==> config.mk <==
export PLATFORM = sky130hd
export DESIGN_NAME = ets_samples
export DESIGN_NICKNAME = d
export VERILOG_FILES = /design/src/pkg/ets_pkg.sv /design/src/design/ets_samples.sv
export VERILOG_INCLUDE_DIRS = /design/src /design/src/pkg
export SDC_FILE = /design/constraint.sdc
export NUM_CORES = 1
export LEC_CHECK = 0
export BUFFER_PORTS_ARGS = -buffer_cell sky130_fd_sc_hd__buf_2
export CAP_MARGIN = 20
export CORE_MARGIN = 2
export CORE_UTILIZATION = 52
export DETAILED_ROUTE_END_ITERATION = 8
export HOLD_SLACK_MARGIN = 0.1
export MAX_ROUTING_LAYER = met4
export PLACE_DENSITY = 0.73
export SETUP_SLACK_MARGIN = 0.5
export SYNTH_ARGS = -nofsm -noshare
export SYNTH_HDL_FRONTEND = slang
export SYNTH_SLANG_ARGS = --single-unit
==> constraint.sdc <==
create_clock -name pclk -period 2.69 [get_ports pclk]
set_input_delay 0.1345 -clock pclk [delete_from_list [all_inputs] [get_ports pclk]]
set_output_delay 0.1345 -clock pclk [all_outputs]
set_load 0.05 [all_outputs]
==> src/pkg/ets_cfg.svh <==
// offsets, field positions and counts of the event sample block
`ifndef ETS_CFG_SVH
`define ETS_CFG_SVH
`define ETS_OFF_S5_NS      12'h584
`define ETS_OFF_S5_SEC     12'h588
`define ETS_OFF_S5_PHASE   12'h58C
`define ETS_OFF_S6_NS      12'h590
`define ETS_OFF_S6_SEC     12'h594
`define ETS_OFF_S6_PHASE   12'h598
`define ETS_OFF_UNIT_INDEX 12'h5F0
`define ETS_UNIT_BIT       8
`define ETS_EDGE_BIT       30
`define ETS_NS_MSB         29
`define ETS_PHASE_MSB      2
`define ETS_SLOT_NS        8
`define ETS_PERIOD_NS      40
`define ETS_SLOTS          (`ETS_PERIOD_NS / `ETS_SLOT_NS)
`define ETS_PH_SLOT0       3'h0
`define ETS_PH_SLOT1       3'h1
`define ETS_PH_SLOT2       3'h2
`define ETS_PH_SLOT3       3'h3
`define ETS_PH_SLOT4       3'h4
`define ETS_RESET_WORD     32'h00000000
`endif

==> src/pkg/ets_pkg.sv <==
// types of the event sample block
package ets_pkg;
   typedef struct packed {
      logic        edge_dir;
      logic [29:0] nanos;
      logic [31:0] secs;
      logic [2:0]  slot_phase;
   } ets_sample_type;

   typedef struct packed {
      logic        valid;
      logic        unit;
      logic [1:0]  which;
      logic        edge_dir;
      logic [29:0] nanos;
      logic [31:0] secs;
      logic [2:0]  slot;
   } ets_capture_type;

   typedef struct packed {
      ets_sample_type [1:0][1:0] sample;
      logic                      unit_sel;
      logic [31:0]               prdata;
      logic                      pslverr;
   } ets_state_type;
endpackage : ets_pkg

==> src/design/ets_samples.sv <==
// register store for the fifth and sixth event timestamp samples
//
// Our own choice: the APB interface to the registers.
`timescale 1ns/10ps
`include "ets_cfg.svh"
module ets_samples
   import ets_pkg::*;
#(
   parameter int UNITS = 2
) (
   input  wire logic            pclk,
   input  wire logic            presetn,
   input  wire logic            clk_en,
   input  wire logic            psel,
   input  wire logic            penable,
   input  wire logic            pwrite,
   input  wire logic [11:0]     paddr,
   input  wire logic [31:0]     pwdata,
   output logic      [31:0]     prdata,
   output logic                 pready,
   output logic                 pslverr,
   input  wire ets_capture_type capture,
   output logic                 unit_sel
);

   // ------------------------------------------------------------
   // state
   // ------------------------------------------------------------
   ets_state_type state;
   ets_state_type next_state;
   logic          access;
   logic          setup;
   logic [2:0]    phase_code;
   logic [31:0]   read_word;
   logic          read_hit;
   ets_sample_type sel5;
   ets_sample_type sel6;

   assign access   = psel & penable;
   assign setup    = psel & ~penable;
   assign pready   = 1'b1;
   assign prdata   = state.prdata;
   assign pslverr  = state.pslverr;
   assign unit_sel = state.unit_sel;

   // ------------------------------------------------------------
   // slot to phase code
   // ------------------------------------------------------------
   always_comb begin
      case (capture.slot)
         3'h0:    phase_code = `ETS_PH_SLOT0;
         3'h1:    phase_code = `ETS_PH_SLOT1;
         3'h2:    phase_code = `ETS_PH_SLOT2;
         3'h3:    phase_code = `ETS_PH_SLOT3;
         3'h4:    phase_code = `ETS_PH_SLOT4;
         default: phase_code = `ETS_PH_SLOT0;
      endcase
   end

   // ------------------------------------------------------------
   // read decode
   // ------------------------------------------------------------
   always_comb begin
      sel5      = state.sample[state.unit_sel][0];
      sel6      = state.sample[state.unit_sel][1];
      read_word = `ETS_RESET_WORD;
      read_hit  = 1'b1;
      case (paddr)
         `ETS_OFF_S5_NS:      read_word = {1'b0, sel5.edge_dir, sel5.nanos};
         `ETS_OFF_S5_SEC:     read_word = sel5.secs;
         `ETS_OFF_S5_PHASE:   read_word = {29'h0, sel5.slot_phase};
         `ETS_OFF_S6_NS:      read_word = {1'b0, sel6.edge_dir, sel6.nanos};
         `ETS_OFF_S6_SEC:     read_word = sel6.secs;
         `ETS_OFF_S6_PHASE:   read_word = {29'h0, sel6.slot_phase};
         `ETS_OFF_UNIT_INDEX: read_word = {23'h0, state.unit_sel, 8'h00};
         default:             read_hit  = 1'b0;
      endcase
   end

   // ------------------------------------------------------------
   // next state
   // ------------------------------------------------------------
   always_comb begin
      next_state = state;
      // answer loaded in setup so it stands through the access phase
      if (setup) begin
         next_state.prdata  = pwrite ? `ETS_RESET_WORD : read_word;
         next_state.pslverr = ~read_hit
            | (pwrite & (paddr != `ETS_OFF_UNIT_INDEX));
      end
      if (access && pwrite && paddr == `ETS_OFF_UNIT_INDEX) begin
         next_state.unit_sel = pwdata[`ETS_UNIT_BIT];
      end
      if (capture.valid && capture.which < 2'd2) begin
         // whole sample written in one cycle
         next_state.sample[capture.unit][capture.which[0]] = '{
            edge_dir:   capture.edge_dir,
            nanos:      capture.nanos,
            secs:       capture.secs,
            slot_phase: phase_code};
      end
   end

   always_ff @(posedge pclk or negedge presetn) begin
      if (!presetn) begin
         state <= '0;
      end else if (clk_en) begin
         state <= next_state;
      end
   end
endmodule : ets_samples

==> metrics.md <==
| Metric | Value |
|---|---|
| Status | `complete, no violations` |
| Min setup slack post-route | `647.3 ps` |
| Yosys top cell area share | `0.5485` |
| Max rail drop VDD | `0.5120 mV` |
| # setup viols final | `0` |
| Syn Area/Cell | `11.80 sq um` |
| Detailed placer's ending HPWL | `19.49 mm` |
| Unrepaired setup endpoints after global routing | `no` |
| Post-Syn Nets | `1272` |
| I/O pin count | `155` |
| Power Dens Cells | `716.9 mW/mm^2` |
| Cells after synthesis | `1152` |
| Most frequent cells in the layout | `297 x dfrtp_1, 217 x mux2_2, 213 x nand2_1` |
| Slowest-stage cell, CP | `dfrtp_4` |
| Die area | `0.02745 sq mm` |
| Number of setup buffers added after CTS | `0` |
| Pre-CTS WS | `616.7 ps` |
| Largest area contributor in the netlist | `dfrtp_1` |
| Total gr overflow | `0` |
| Critical path class | `reg2out` |
| Final nets | `1427` |
| Core ar. | `0.02584 sq mm` |
| H-tree depth | `1` |
| Yosys cell types | `48` |
| CP max stage delay | `730 ps` |
| Crit share post-route | `0.7594` |
| Most common cell after layout, fill and taps aside | `dfrtp_1` |
| Worst-path fanout max | `26` |
| Layout cells sized above 1 | `0.3225` |
| Worst Min Path Start | `capture[68]` |
| Critical path data required time | `2560 ps` |
| FP Rows | `59` |
| Clock root cell | `clkbuf_16` |
| First-pass GRT wire length | `53.51 mm` |
| Post-synth EDFFs | `0` |
| Slew margin rel. | `0.3713` |
| Worst r2r path cells | `6` |
| Design Power | `11640 uW` |
| Asr flop ratio synth | `1.000` |
| Total GRT Usage | `0.2464` |
| Detailed Route WL | `32.65 mm` |
| FF+latch count, synth | `298` |
| Synthesized cell area | `0.01360 sq mm` |
| Die Width | `165.7 um` |
| Clock Tree Buf Depth | `3` |
| FF+latch area | `0.007461 sq mm` |
| Tmin final | `2043 ps` |
| Via/cell ratio | `5.685` |
| Endpoints failing hold | `0` |
| GP Congestion | `0.7909` |
| Largest net degree at the start of global routing | `89` |
| Reg-to-reg endpoint | `prdata[0]$_DFFE_PN0P_` |
| Largest delay contributor family on the critical path | `flip-flops` |
| Worst Tran Pin Value | `943.1 ps` |
| Clock buffer count from CTS | `31` |
| CTS clock-pin slew for the worst setup and hold paths | `60 ps` |
| TritonCTS clock tree | `yes` |
| Worst path cell trace | `buf_4 -> buf_2` |
| Sequential fraction of the synthesis area | `0.5485` |
| DRT Pass-1 Iters | `5` |
| DRT iter0 DRCs | `555` |
| Hold crit path type | `in2reg` |
| Critical path origin | `unit_sel$_DFFE_PN0P_` |
| Initial core utilization | `0.5262` |
| Die Span Y | `165.7 um` |
| Worst reg2reg setup slack | `710 ps` |
| Post-route ant nets | `0` |
| Critical path data arrival time | `1910 ps` |
| F_max | `489.5 MHz` |
| Main synth FF type | `dfrtp_1` |
| CTS sink cnt | `298` |
| Leak | `0.007283 uW` |
| Residual DRC | `0` |
| Detailed-route via count | `9448` |
| Last element of the critical path | `unit_sel` |
| Fillers | `2055` |
| Layout Skew | `15.16 ps` |
| Critical path launch point type | `register` |
| Worst setup EP type | `output port` |
| Maxcap violations | `0` |
| Setup TNS | `0 ps` |
| Pins Over Slew Limit | `0` |
| Multi-input gate area | `0.005600 sq mm` |
| Ys Warns | `0` |
| CP Depth | `2` |
| Layout area overhead | `19.38%` |
| N_diodes | `0` |
| Initial antenna violation count | `0` |
| CP bufs+invs | `2` |
| Worst R2R Start | `unit_sel$_DFFE_PN0P_` |
| Ranking of synthesized cells by area | `dfrtp_1 55%, mux2_2 18%, mux2i_1 7.4%` |
| Clock latency on the worst-skew pair | `550 ps` |
| Routed wire length per instance | `19.64 um` |
| PortBufs | `122` |
| Vias in the first global route | `9971` |
[synth_stat cells (all sizes together) (2+ instances only)]
| cell type | count |
|---|---|
| a21oi | 28 |
| nor2 | 33 |
| inv | 2 |
| mux2i | 100 |
| nor3 | 6 |
| and2 | 2 |
| a211oi | 2 |
| nand3 | 3 |
| buf | 71 |
| o31ai | 2 |
| mux4 | 2 |
| or2 | 2 |
| mux2 | 218 |
| nand2 | 214 |
| nor4b | 2 |
| and3 | 3 |
| clkbuf | 36 |
| nand3b | 2 |
| nand2b | 4 |
| o21ai | 44 |
| dfrtp | 298 |
| or4b | 2 |
| nor4 | 2 |
| o22ai | 32 |
| or3 | 2 |
| a22oi | 27 |
[flip-flops by register name (all words and copies together), names as in the netlist]
name,flops
prdata,32
pslverr,1
unit_sel,1
state,264
[per-layer routing]
layer	part of all wire	GRT usage	up-vias
met2	0.48	0.3971	265
li1	-	-	4289
met3	0.051	0.02843	66
met5	0	-	-
met4	0.021	0.06805	0
met1	0.45	0.3344	4828
[worst min path at each step]
stage / endpoint / slack [ps] / depth (start not counted)
after floorplan: prdata[0]$_DFFE_PN0P_ / -160 / 0
after global placement: state[269]$_DFFE_PN0P_ / 200 / 1
after detailed placement: state[269]$_DFFE_PN0P_ / 210 / 1
after CTS: state[233]$_DFFE_PN0P_ / 110 / 3
after global routing: prdata[1]$_DFFE_PN0P_ / 140 / 4
final: state[233]$_DFFE_PN0P_ / 120 / 3
[per-stage QoR]
step,hold slack (ps),instances,area [sq um],utilization
floorplan,-161.1,1152,13600,-
global placement,204.2,1532,14440,0.5590
detailed placement,213.4,1532,14440,0.5590
CTS,108.2,1662,16210,0.6275
global route,142.6,1662,16230,0.6282
finish,119.2,1662,16230,0.6282
[tightest hold or removal path, delay by kind of cell]
kind,cells,cell delay [ps]
AO/OA/AOI/OAI,1,110
buffers and inverters,1,160
AND/OR/NAND/NOR,1,220
[cell type report]
type	instances	share of cell area
repair buffers	229	0.1075
multi-input cells	745	0.3451
clock buffers	43	0.05365
flip-flops and latches	298	0.4597
inverters	2	0.0004625
well taps	335	0.02582
clock inverters	10	0.007863
[power by group]
group	leakage (uW)	switching, uW	total [uW]	internal, uW
combinational	0.00304	677	1600	924
sequential	0.00375	435	5800	5370
clock	0.000492	1710	4230	2520
[timing repair]
action,4_1_cts,5_1_grt
gates resized for setup,0,3
endpoints found under the hold margin,352,0
setup endpoints to repair,0,1
hold buffers,77,0
[cells by family after synthesis]
logic type / synth area share
compound gates: 0.06166
other cells: 0.0002758
simple gates: 0.08936
buf+inv: 0.04270
flops: 0.5485
mux: 0.2575
Note: power is estimated with default switching activity, not from simulation.
